## src/verilog/armaf_consts.vh

```
`ifndef ARMAF_CONSTS_VH
`define ARMAF_CONSTS_VH

// Direct host byte addresses
`define ARMAF_ADDR_TABLE_SEL     8'h6E
`define ARMAF_ADDR_IND_OFFSET    8'h6F
`define ARMAF_ADDR_IND_DATA      8'hA0

// Table-select layout
`define ARMAF_SEL_TABLE_HI       7
`define ARMAF_SEL_TABLE_LO       5
`define ARMAF_SEL_PORT_HI        3
`define ARMAF_SEL_PORT_LO        0
`define ARMAF_TABLE_ACL          3'h2

// Staging byte offsets
`define ARMAF_OFS_PROTO_GATE     8'h05
`define ARMAF_OFS_FLAG_MASK      8'h06
`define ARMAF_OFS_FLAG_VALUE     8'h07
`define ARMAF_OFS_RSVD_EIGHT     8'h08
`define ARMAF_OFS_RSVD_NINE      8'h09
`define ARMAF_OFS_LEVEL_ACTION   8'h0A
`define ARMAF_OFS_FORWARD_ACTION 8'h0B
`define ARMAF_OFS_CASCADE_UPPER  8'h0C

// Reset values
`define ARMAF_RST_BYTE           8'h00
`define ARMAF_RST_SELECT         8'h00

// Field codes
`define ARMAF_MODE_NONE          2'h0
`define ARMAF_MODE_HIGHER        2'h1
`define ARMAF_MODE_LOWER         2'h2
`define ARMAF_MODE_REPLACE       2'h3
`define ARMAF_KIND_COUNT         2'h1
`define ARMAF_ENABLE_COUNT       2'h0

// Timing
`define ARMAF_CLK_PERIOD_NS      4
`define ARMAF_US_NS              1000
`define ARMAF_MS_US              1000
`define ARMAF_US_CYCLES          (`ARMAF_US_NS / `ARMAF_CLK_PERIOD_NS)

`endif

```

## src/verilog/armaf_rule_fields.v

```verilog
`timescale 1ns/1ps
`include "armaf_consts.vh"

module armaf_rule_fields #(
  parameter NPORT     = 5,
  parameter US_CYCLES = `ARMAF_US_CYCLES,
  parameter MS_US     = `ARMAF_MS_US
) (
  input  wire         ref_clk_i,
  input  wire         reset_i,
  input  wire [7:0]   reg_addr_i,
  input  wire         reg_wr_i,
  input  wire         reg_rd_i,
  input  wire [7:0]   reg_wdata_i,
  output reg  [7:0]   reg_rdata_o,
  output reg          reg_rvalid_o,
  input  wire         pkt_valid_i,
  input  wire [2:0]   pkt_port_i,
  input  wire [6:0]   pkt_proto_i,
  input  wire [7:0]   pkt_tcp_flags_i,
  input  wire [2:0]   pkt_qos_level_i,
  input  wire [4:0]   pkt_lut_map_i,
  input  wire [1:0]   rule_match_kind_i,
  input  wire [1:0]   rule_field_enable_i,
  output reg          res_valid_o,
  output reg          res_hit_o,
  output reg  [2:0]   res_level_o,
  output reg          res_remark_enable_o,
  output reg  [2:0]   res_remark_level_o,
  output reg  [4:0]   res_fwd_map_o,
  output reg  [7:0]   res_cascade_upper_o,
  output reg  [NPORT-1:0] count_expire_o
);

  ////////////////////////////////////////////////////////////////////////////
  // Decode helpers

  function sel_is_acl_port;
    input [7:0] sel;
    begin
      sel_is_acl_port = (sel[`ARMAF_SEL_TABLE_HI:`ARMAF_SEL_TABLE_LO] == `ARMAF_TABLE_ACL) &&
                        (sel[`ARMAF_SEL_PORT_HI:`ARMAF_SEL_PORT_LO] >= 4'h1) &&
                        (sel[`ARMAF_SEL_PORT_HI:`ARMAF_SEL_PORT_LO] <= NPORT);
    end
  endfunction

  function port_in_range;
    input [2:0] port;
    begin
      port_in_range = (port >= 3'h1) && (port <= NPORT);
    end
  endfunction

  // Invalid ports fold onto slot zero so array reads never leave the range
  function [2:0] port_slot;
    input [3:0] port;
    begin
      if ((port >= 4'h1) && (port <= NPORT))
        port_slot = port[2:0] - 3'h1;
      else
        port_slot = 3'h0;
    end
  endfunction

  // Only these offsets hold storage; reserved offsets never latch a write
  function ofs_is_stored;
    input [7:0] ofs;
    begin
      case (ofs)
        `ARMAF_OFS_PROTO_GATE,
        `ARMAF_OFS_FLAG_MASK,
        `ARMAF_OFS_FLAG_VALUE,
        `ARMAF_OFS_LEVEL_ACTION,
        `ARMAF_OFS_FORWARD_ACTION,
        `ARMAF_OFS_CASCADE_UPPER: ofs_is_stored = 1'b1;
        default:                  ofs_is_stored = 1'b0;
      endcase
    end
  endfunction

  function [2:0] level_pick;
    input [1:0] mode;
    input [2:0] rule_level;
    input [2:0] qos_level;
    begin
      case (mode)
        `ARMAF_MODE_NONE:    level_pick = qos_level;
        `ARMAF_MODE_HIGHER:  level_pick = (rule_level > qos_level) ? rule_level : qos_level;
        `ARMAF_MODE_LOWER:   level_pick = (rule_level < qos_level) ? rule_level : qos_level;
        `ARMAF_MODE_REPLACE: level_pick = rule_level;
        default:             level_pick = qos_level;
      endcase
    end
  endfunction

  function [4:0] map_pick;
    input [1:0] mode;
    input [4:0] rule_map;
    input [4:0] lut_map;
    begin
      case (mode)
        `ARMAF_MODE_NONE:    map_pick = lut_map;
        `ARMAF_MODE_HIGHER:  map_pick = rule_map | lut_map;
        `ARMAF_MODE_LOWER:   map_pick = rule_map & lut_map;
        `ARMAF_MODE_REPLACE: map_pick = rule_map;
        default:             map_pick = lut_map;
      endcase
    end
  endfunction

  ////////////////////////////////////////////////////////////////////////////
  // Host-visible select and offset

  reg  [7:0] table_select;
  reg  [7:0] ind_offset;
  wire       sel_ok  = sel_is_acl_port(table_select);
  wire [2:0] sel_idx = port_slot(table_select[3:0]);
  wire       data_wr = reg_wr_i && (reg_addr_i == `ARMAF_ADDR_IND_DATA) && sel_ok &&
                       ofs_is_stored(ind_offset);

  always @(posedge ref_clk_i) begin
    if (reset_i) begin
      table_select <= `ARMAF_RST_SELECT;
      ind_offset   <= `ARMAF_RST_BYTE;
    end else if (reg_wr_i) begin
      if (reg_addr_i == `ARMAF_ADDR_TABLE_SEL)
        table_select <= reg_wdata_i;
      if (reg_addr_i == `ARMAF_ADDR_IND_OFFSET)
        ind_offset <= reg_wdata_i;
    end
  end

  ////////////////////////////////////////////////////////////////////////////
  // Per-port staging bytes

  reg [7:0] protocol_and_flag_gate [0:NPORT-1];
  reg [7:0] tcp_flag_bitmask_byte  [0:NPORT-1];
  reg [7:0] tcp_flag_value_byte    [0:NPORT-1];
  reg [7:0] level_action_byte      [0:NPORT-1];
  reg [7:0] forward_action_byte    [0:NPORT-1];
  reg [7:0] cascade_select_upper   [0:NPORT-1];

  genvar gp;
  generate
    for (gp = 0; gp < NPORT; gp = gp + 1) begin : g_store
      wire hit_port = data_wr && (sel_idx == gp);
      always @(posedge ref_clk_i) begin
        if (reset_i) begin
          protocol_and_flag_gate[gp] <= `ARMAF_RST_BYTE;
          tcp_flag_bitmask_byte[gp]  <= `ARMAF_RST_BYTE;
          tcp_flag_value_byte[gp]    <= `ARMAF_RST_BYTE;
          level_action_byte[gp]      <= `ARMAF_RST_BYTE;
          forward_action_byte[gp]    <= `ARMAF_RST_BYTE;
          cascade_select_upper[gp]   <= `ARMAF_RST_BYTE;
        end else if (hit_port) begin
          case (ind_offset)
            `ARMAF_OFS_PROTO_GATE:     protocol_and_flag_gate[gp] <= reg_wdata_i;
            `ARMAF_OFS_FLAG_MASK:      tcp_flag_bitmask_byte[gp]  <= reg_wdata_i;
            `ARMAF_OFS_FLAG_VALUE:     tcp_flag_value_byte[gp]    <= reg_wdata_i;
            `ARMAF_OFS_LEVEL_ACTION:   level_action_byte[gp]      <= reg_wdata_i;
            `ARMAF_OFS_FORWARD_ACTION: forward_action_byte[gp]    <= reg_wdata_i;
            `ARMAF_OFS_CASCADE_UPPER:  cascade_select_upper[gp]   <= reg_wdata_i;
            default: ;
          endcase
        end
      end
    end
  endgenerate

  ////////////////////////////////////////////////////////////////////////////
  // Host read path

  reg [7:0] staged_byte;

  always @* begin
    staged_byte = `ARMAF_RST_BYTE;
    if (sel_ok) begin
      case (ind_offset)
        `ARMAF_OFS_PROTO_GATE:     staged_byte = protocol_and_flag_gate[sel_idx];
        `ARMAF_OFS_FLAG_MASK:      staged_byte = tcp_flag_bitmask_byte[sel_idx];
        `ARMAF_OFS_FLAG_VALUE:     staged_byte = tcp_flag_value_byte[sel_idx];
        `ARMAF_OFS_RSVD_EIGHT:     staged_byte = `ARMAF_RST_BYTE;
        `ARMAF_OFS_RSVD_NINE:      staged_byte = `ARMAF_RST_BYTE;
        `ARMAF_OFS_LEVEL_ACTION:   staged_byte = level_action_byte[sel_idx];
        `ARMAF_OFS_FORWARD_ACTION: staged_byte = forward_action_byte[sel_idx];
        `ARMAF_OFS_CASCADE_UPPER:  staged_byte = cascade_select_upper[sel_idx];
        default:                   staged_byte = `ARMAF_RST_BYTE;
      endcase
    end
  end

  reg [7:0] next_rdata;

  always @* begin
    case (reg_addr_i)
      `ARMAF_ADDR_TABLE_SEL:   next_rdata = table_select;
      `ARMAF_ADDR_IND_OFFSET:  next_rdata = ind_offset;
      `ARMAF_ADDR_IND_DATA:    next_rdata = staged_byte;
      default:                 next_rdata = 8'h00;
    endcase
  end

  // Read data holds until the next read so slow hosts can sample late
  always @(posedge ref_clk_i) begin
    if (reset_i) begin
      reg_rdata_o  <= 8'h00;
      reg_rvalid_o <= 1'b0;
    end else begin
      reg_rvalid_o <= reg_rd_i;
      if (reg_rd_i)
        reg_rdata_o <= next_rdata;
    end
  end

  ////////////////////////////////////////////////////////////////////////////
  // Timebase: one-cycle microsecond and millisecond enables

  reg [15:0] us_div;
  reg [15:0] ms_div;
  reg        us_tick;
  reg        ms_tick;

  always @(posedge ref_clk_i) begin
    if (reset_i) begin
      us_div  <= 16'h0000;
      ms_div  <= 16'h0000;
      us_tick <= 1'b0;
      ms_tick <= 1'b0;
    end else begin
      us_tick <= 1'b0;
      ms_tick <= 1'b0;
      if (us_div == US_CYCLES - 1) begin
        us_div  <= 16'h0000;
        us_tick <= 1'b1;
        if (ms_div == MS_US - 1) begin
          ms_div  <= 16'h0000;
          ms_tick <= 1'b1;
        end else begin
          ms_div <= ms_div + 16'h0001;
        end
      end else begin
        us_div <= us_div + 16'h0001;
      end
    end
  end

  ////////////////////////////////////////////////////////////////////////////
  // Rule evaluation for the arriving packet

  wire       pkt_ok   = port_in_range(pkt_port_i);
  wire [2:0] pkt_idx  = port_slot({1'b0, pkt_port_i});
  wire [7:0] gate_b   = protocol_and_flag_gate[pkt_idx];
  wire [7:0] mask_b   = tcp_flag_bitmask_byte[pkt_idx];
  wire [7:0] value_b  = tcp_flag_value_byte[pkt_idx];
  wire [7:0] level_b  = level_action_byte[pkt_idx];
  wire [7:0] fwd_b    = forward_action_byte[pkt_idx];
  wire       proto_eq = (pkt_proto_i == gate_b[7:1]);
  // Masked compare; a zero mask lets any flag pattern through
  wire       flag_eq  = ~gate_b[0] ||
                        ((pkt_tcp_flags_i & mask_b) == (value_b & mask_b));
  wire       rule_hit = pkt_ok && proto_eq && flag_eq;
  wire       counting = (rule_match_kind_i == `ARMAF_KIND_COUNT) &&
                        (rule_field_enable_i == `ARMAF_ENABLE_COUNT);

  always @(posedge ref_clk_i) begin
    if (reset_i) begin
      res_valid_o         <= 1'b0;
      res_hit_o           <= 1'b0;
      res_level_o         <= 3'h0;
      res_remark_enable_o <= 1'b0;
      res_remark_level_o  <= 3'h0;
      res_fwd_map_o       <= 5'h00;
      res_cascade_upper_o <= 8'h00;
    end else begin
      res_valid_o <= pkt_valid_i;
      if (pkt_valid_i) begin
        res_hit_o           <= rule_hit;
        res_cascade_upper_o <= pkt_ok ? cascade_select_upper[pkt_idx] : 8'h00;
        if (rule_hit) begin
          res_level_o         <= level_pick(level_b[7:6], level_b[5:3],
                                            pkt_qos_level_i);
          res_remark_enable_o <= level_b[2];
          res_remark_level_o  <= {level_b[1:0], fwd_b[7]};
          // Map bits are timer settings when counting, so the lookup map stands
          if (counting)
            res_fwd_map_o <= pkt_lut_map_i;
          else
            res_fwd_map_o <= map_pick(fwd_b[6:5], fwd_b[4:0], pkt_lut_map_i);
        end else begin
          res_level_o         <= pkt_qos_level_i;
          res_remark_enable_o <= 1'b0;
          res_remark_level_o  <= 3'h0;
          res_fwd_map_o       <= pkt_lut_map_i;
        end
      end
    end
  end

  ////////////////////////////////////////////////////////////////////////////
  // Per-port 11-bit timer / match counter

  generate
    for (gp = 0; gp < NPORT; gp = gp + 1) begin : g_count
      reg  [10:0] cnt;
      reg         running;
      wire [10:0] limit    = {level_action_byte[gp], forward_action_byte[gp][7:5]};
      wire        count_up = forward_action_byte[gp][3];
      wire        tick     = forward_action_byte[gp][4] ? ms_tick : us_tick;
      wire        match    = pkt_valid_i && rule_hit && counting && (pkt_idx == gp);
      always @(posedge ref_clk_i) begin
        if (reset_i) begin
          cnt               <= 11'h000;
          running           <= 1'b0;
          count_expire_o[gp] <= 1'b0;
        end else begin
          count_expire_o[gp] <= 1'b0;
          if (!counting) begin
            cnt     <= 11'h000;
            running <= 1'b0;
          end else if (count_up) begin
            running <= 1'b0;
            if (match) begin
              if (cnt + 11'h001 >= limit) begin
                cnt                <= 11'h000;
                count_expire_o[gp] <= 1'b1;
              end else begin
                cnt <= cnt + 11'h001;
              end
            end
          end else if (running) begin
            if (tick) begin
              if (cnt == 11'h000) begin
                running            <= 1'b0;
                count_expire_o[gp] <= 1'b1;
              end else begin
                cnt <= cnt - 11'h001;
              end
            end
          end else if (match) begin
            // Timer arms on a matching packet and ignores further matches until it expires
            cnt     <= limit;
            running <= 1'b1;
          end
        end
      end
    end
  endgenerate

endmodule

```

## config.mk

```make
export PLATFORM = sky130hd
export DESIGN_NAME = armaf_rule_fields
export DESIGN_NICKNAME = d
export VERILOG_FILES = /design/src/verilog/armaf_rule_fields.v
export VERILOG_INCLUDE_DIRS = /design/src /design/src/verilog
export SDC_FILE = /design/constraint.sdc
export NUM_CORES = 1
export LEC_CHECK = 0
export BUFFER_PORTS_ARGS = -buffer_cell sky130_fd_sc_hd__buf_2
export CORE_UTILIZATION = 35
export CTS_CLUSTER_DIAMETER = 50
export DETAILED_ROUTE_END_ITERATION = 16
export PLACE_DENSITY_LB_ADDON = 0.12
export SYNTH_ARGS = -nofsm -noshare
export SYNTH_HDL_FRONTEND = slang
export SYNTH_SLANG_ARGS = --single-unit
```

## constraint.sdc

```tcl
create_clock -name ref_clk_i -period 8.65 [get_ports ref_clk_i]
set_input_delay 0.865 -clock ref_clk_i [delete_from_list [all_inputs] [get_ports ref_clk_i]]
set_output_delay 0.865 -clock ref_clk_i [all_outputs]
set_load 0.005 [all_outputs]
```

== Yosys cells after proc, flatten, opt, wreduce, memory -nomap -nowiden ==
Memories as Yosys holds them, arrays and structs flattened.
Index checks and enable logic that the tools add are counted.
Storage, ports and cells
  memories: 6
  logic and storage cells: 435
  register bits: 146
  memory bits (writable): 240
  input port bits: 51
  output and inout port bits: 36
Operators by class
  order comparisons: 12
  reduce and logical (&&, ||, !) cells: 55
  $add $sub $neg: 14
  bitwise logic cells: 37
  muxes and demuxes: 237
  equality and inequality tests: 44
Memories
  cascade_select_upper: words 5, width 8, read ports 2, clocked after Yosys merged registers in 0, wr ports 5, line armaf_rule_fields.v:141  | reg [7:0] cascade_select_upper [0:NPORT-1];
  forward_action_byte: words 5, width 8, read ports 7, clocked after Yosys merged registers in 0, wr ports 5, line armaf_rule_fields.v:140  | reg [7:0] forward_action_byte [0:NPORT-1];
  level_action_byte: words 5, width 8, read ports 7, clocked after Yosys merged registers in 0, wr ports 5, line armaf_rule_fields.v:139  | reg [7:0] level_action_byte [0:NPORT-1];
  protocol_and_flag_gate: words 5, width 8, read ports 2, clocked after Yosys merged registers in 0, wr ports 5, line armaf_rule_fields.v:136  | reg [7:0] protocol_and_flag_gate [0:NPORT-1];
  tcp_flag_bitmask_byte: words 5, width 8, read ports 2, clocked after Yosys merged registers in 0, wr ports 5, line armaf_rule_fields.v:137  | reg [7:0] tcp_flag_bitmask_byte [0:NPORT-1];
  tcp_flag_value_byte: words 5, width 8, read ports 2, clocked after Yosys merged registers in 0, wr ports 5, line armaf_rule_fields.v:138  | reg [7:0] tcp_flag_value_byte [0:NPORT-1];
Operators with widths (count)
  $mux W11: 35
  $mux W8: 32
  $mux W1: 157
  $add A11 B1 Y11 const B: 5
  $ge A11 B11 Y1: 5
  $logic_not A11 Y1: 5
  $sub A11 B1 Y11 const B: 5
  $pmux W8 S6: 1
  $add A16 B1 Y16 const B: 2
  $or A1 B1 Y1: 30
  $eq A8 B3 Y1 const B: 3
  $eq A8 B4 Y1 const B: 3
  $pmux W8 S3: 1
  $logic_and A1 B1 Y1: 23
  $pmux W5 S4: 1
  $reduce_and A4 Y1: 5
  $mux W3: 6
  $and A8 B8 Y8: 2
  $eq A16 B10 Y1 const B: 1
  $eq A16 B8 Y1 const B: 1
  $eq A8 B7 Y1 const B: 2
  $mux W16: 1
  $eq A3 B2 Y1 const B: 5
  $ne A3 B1 Y1 const B: 5
  other kinds (29): 63

== Depth between registers and ports, before layout ==
An unclocked memory read counts as a cell.
  depth in word-level cells: 14
  mapped depth: 20
  mapped depth without buffers: 16

== Worst setup path before layout ==
Ideal clock, no wire load.
  path type: input -> register
  start point: input port pkt_port_i[0]
  end point: register g_count[2].cnt[5]
  stages: 16
  data arrival time: 4166 ps
  required time: 8526 ps
  path buffers: 4
  setup slack: 4360 ps
  setup time: 124 ps
  cell sequence: inv_1 buf_2 ha_1 clkbuf_1 buf_2 buf_4 mux2i_1 o211ai_1 o221ai_1 xnor2_1 or4_4 o21ai_2 o311ai_4 o41ai_4 a21boi_0 o22ai_1
On the way
  longest elaborated chain between the ends: 13
  elaborated cells between the ends (all ways): 25
  classes of those cells: add/sub: 1; order compare: 3; eq/ne: 4; mux: 1; bitwise: 3; reduce/logical: 10; memory: 3
Ends and longest elaborated chain
  start, declared: line armaf_rule_fields.v:18  | input wire [2:0] pkt_port_i,
  $ge A3 B1 Y1 / $le A3 B3 Y1 (equally long branches): line armaf_rule_fields.v:50, armaf_rule_fields.v:58
  $logic_and A1 B1 Y1: line armaf_rule_fields.v:50, armaf_rule_fields.v:58
  $mux W3: line armaf_rule_fields.v:58  | if ((port >= 4'h1) && (port <= NPORT))
  $mem_v2 Z5 W8, on equally long branches
  $and A8 B8 Y8: line armaf_rule_fields.v:260  | ((pkt_tcp_flags_i & mask_b) == (value_b & mask_b));
  $eq A8 B8 Y1: line armaf_rule_fields.v:260
  $logic_or A1 B1 Y1: line armaf_rule_fields.v:259  | wire flag_eq = ~gate_b[0] ||
  $logic_and A1 B1 Y1: line armaf_rule_fields.v:261  | wire rule_hit = pkt_ok && proto_eq && flag_eq;
  $logic_and A1 B1 Y1 (2 in a row): line armaf_rule_fields.v:309  | wire match = pkt_valid_i && rule_hit && counting && (pkt_idx == gp);
  $logic_and A1 B1 Y1 *: line armaf_rule_fields.v:309
  $ne A2 B1 Y1 (no line) / $reduce_bool A2 Y1 (equally long branches)
  $reduce_and A4 Y1 (no line) *
  end signal, assigned: line armaf_rule_fields.v:327  | cnt <= cnt + 11'h001;
  end signal, assigned: line armaf_rule_fields.v:336  | cnt <= cnt - 11'h001;
  end signal, assigned: line armaf_rule_fields.v:341  | cnt <= limit;
  end, declared: line armaf_rule_fields.v:304  | reg [10:0] cnt;
Every way passes the cells marked *; elsewhere a longest branch is shown, timed or not.
A chain may end at the register's enable or synchronous reset.

== Worst setup path in the final report ==
  start point: input port pkt_port_i[0]
  end point: register g_count[2].cnt[0]
Same word-level chain as after synthesis.

==> impl_metrics.toml <==
[outcome]
status = "finished, final reports clean"

[logic_synthesis]
yosysTopAreaCell = "edfxtp_1"
synth.most_common_cell = "and2_1"
avgSynthCellArea_um2 = 9.12
syn_inst = 2619
synth_cell_type_count = 87
ys_ff_latch = 386
yosysTopAreaCellShare = 0.302
netlist_area_um2 = 23900
synth_flop_cell = "edfxtp_1"
yosys_warnings = 0
synth_common_cells = "and2_1 (248), edfxtp_1 (240), nor2_1 (233)"
synth-edff-count = 240
yosysSeqAreaShare = 0.424
async_flop_share = 0
syn_nets = 2750
synth_area_leaders = "edfxtp_1 (30%), dfxtp_1 (12%), and2_1 (6.5%)"

[sta]
hold_violations = 0
rsz0062_at_grt = "no"
fin_ws_ns = 2.95
worstMarginPinSlew_ns = 1.32
fin_crit_sh = 0.659
holdWs_ns = 0.462
finalSetupViolCount = 0
fmaxAchievable_mhz = 175
post-route-min-period_ns = 5.70
finalClockSkew_ns = 0.0404
final-max-slew-violation-count = 0
maxSlewHeadroom = 0.112
fin_setup_tns_ns = 0

[clock_network]
cts.path.max_buffers = 3
cts_tree = "built"
ctsResizeCount = 0
clockRootBuffer = "clkbuf_16"
clkTransAtPathRegs_ns = 0.05
clkLatencyLatePin_ns = 0.62
cts_hold_buf = 0
cts.sinks = 386
postCtsSetupRepairBufs = 0
cts_made_buffers = 66
h-tree-depth = 3

[die]
die_x_um = 263
rows = 95
core-area_um2 = 67400
num_io_pins = 87
die_h_um = 263
floorplan.initialDensity = 0.354
dieArea_um2 = 69300

[pwr]
p_int_uw = 3810
power.switching_uw = 1380
p_seq_frac = 0.403
p_total_uw = 5190
power_density_nw_per_um2 = 191
p_leak_uw = 0.0104
p_clk_frac = 0.514
comb_power_share = 0.083
ir_drop_mv = 0.120
swShare = 0.266

[routing]
routed_wl_mm = 90.1
drtAntennaViolNets = 0
dr.pass1.iters = 6
vias_per_cell = 5.83
drc = 0
wire_per_inst_um = 25.4
drtIter0Drc = 2006
num_vias = 20698

[global_route]
grt_pass1_wl_mm = 132
antenna_found_initial = 5
grt-ovfl-total = 0
grt_max_degree = 65
grt_pass1_vias = 20268
track_usage = 0.255

[setup_path]
critPathKind = "primary input to flip-flop"
critPathLaunchType = "primary input"
reg2regPathDepth = 10
path_cells = "buf_2 -> inv_1 -> ha_2 -> and2b_1 -> nand2_1 -> buf_4 -> o221ai_1 -> xnor2_1 -> or4_4 -> o21ai_2 -> o311ai_4 -> o41ai_4 -> nand2_2 -> o31ai_1"
slowest_delay_ns = 1.08
cp-startpoint = "pkt_port_i[0]"
required_ns = 9.16
critPathCapture = "g_count[2].cnt[0]"
slowest_stage = "ha_2"
arrival_ns = 6.21
rrSetupSlack_ns = 3.69
critPathCaptureType = "flip-flop"
crit_path_max_fanout = 41
rr_endpoint = "cascade_select_upper[3][4]"
reg2reg_from = "table_select[0]"

[layout]
syn_to_final_growth_pct = 14.1
drive_above_1_share = 0.109
fillers = 6741
nNetsFinal = 2753
utilization = 0.404

[placement]
io_buffers = 86
place.gp.congestion = 0.902
place_hpwl_mm = 62.2
pre_cts_slack_ns = 2.39

[run]
max_cap_viol_count = 0

[min_path]
hold_class = "flip-flop to flip-flop"
[cells by family (layout without fill, tap and decap cells)]
logic type               Yosys count  count (layout)  synth area share
adder cells (fa/ha/maj)           80              80            0.0419
XOR/XNOR                         138             138            0.0506
flip-flops                       386             386             0.424
multiplexers                      98              98            0.0426
AO/OA/AOI/OAI                    701             701             0.193
other                              0               3                 0
AND/OR/NAND/NOR                  926             926             0.200
buffers and inverters            290             344            0.0475
[metrics by stage]
stage / area, um2 / instances
floorplan: 23900 / 2619
global placement: 25000 / 3427
detailed placement: 25000 / 3427
CTS: 27200 / 3546
global route: 27200 / 3546
finish: 27200 / 3549
[layout by cell type, fill, tap and decap left out, drive strengths merged, types with 69 or more instances in the layout]
master	n
and2	248
edfxtp	240
nor2	233
a21oi	182
o21ai	151
nand2	150
dfxtp	146
buf	125
inv	108
o22ai	81
ha	80
clkbuf	80
nand3	71
xnor2	70
mux2i	69
[cell type report]
cell class / count / area [um2] / area share
Timing Repair Buffer: 125 / 723 / 0.0266
Antenna cell: 3 / 7.51 / 0.000276
Multi-Input combinational cell: 1943 / 12700 / 0.465
Inverter: 100 / 375 / 0.0138
Clock inverter: 39 / 417 / 0.0153
Clock buffer: 80 / 1830 / 0.0672
Tap cell: 873 / 1090 / 0.0401
Sequential cell: 386 / 10100 / 0.372
[power groups by stage]
stage	combinational (uW)	sequential (uW)	clock, uW
2_1_floorplan	268	2090	0
3_5_place_dp	427	2130	0
6_report	433	2090	2670
3_3_place_gp	424	2130	0
4_1_cts	429	2090	2710
5_1_grt	461	2100	2780
[how the worst min path moves through the flow]
stage / to / from / slack, ns / cells after the start
final: res_cascade_upper_o[5] / res_cascade_upper_o[5] / 0.46 / 2
after global routing: res_cascade_upper_o[5] / res_cascade_upper_o[5] / 0.48 / 2
after CTS: res_cascade_upper_o[5] / res_cascade_upper_o[5] / 0.46 / 2
after detailed placement: res_cascade_upper_o[5] / res_cascade_upper_o[5] / 0.46 / 2
after global placement: us_div[0] / us_div[0] / 0.45 / 1
after floorplan: us_div[0] / us_div[0] / 0.43 / 1
[state kept, by name, indices dropped and copies added (netlist names), 3 cells and up]
name / count
g_count.cnt: 55
cascade_select_upper: 40
forward_action_byte: 40
level_action_byte: 40
protocol_and_flag_gate: 40
tcp_flag_bitmask_byte: 40
tcp_flag_value_byte: 40
ms_div: 16
us_div: 16
ind_offset: 8
reg_rdata_o: 8
res_cascade_upper_o: 8
table_select: 8
count_expire_o: 5
g_count.running: 5
res_fwd_map_o: 5
res_level_o: 3
res_remark_level_o: 3
[critical path: cells and delay by family]
family	cells	cell delay, ns
AOI/OAI and AO/OA	5	1.92
xor gates and xnor gates	1	0.16
adders and majority gates	1	1.08
buffers and inverters	3	0.90
and+or+nand+nor	4	1.26
[metal layers]
metal | global-route usage | part of all wire | wire, um | vias to the layer above
li1 | - | - | - | 9598
met5 | 0 | 0.00040 | 36 | -
met1 | 0.319 | 0.41 | 37300 | 10083
met2 | 0.421 | 0.47 | 42400 | 751
met3 | 0.0406 | 0.058 | 5220 | 260
met4 | 0.141 | 0.057 | 5130 | 6
No activity file was read; power rests on OpenSTA's default activity.
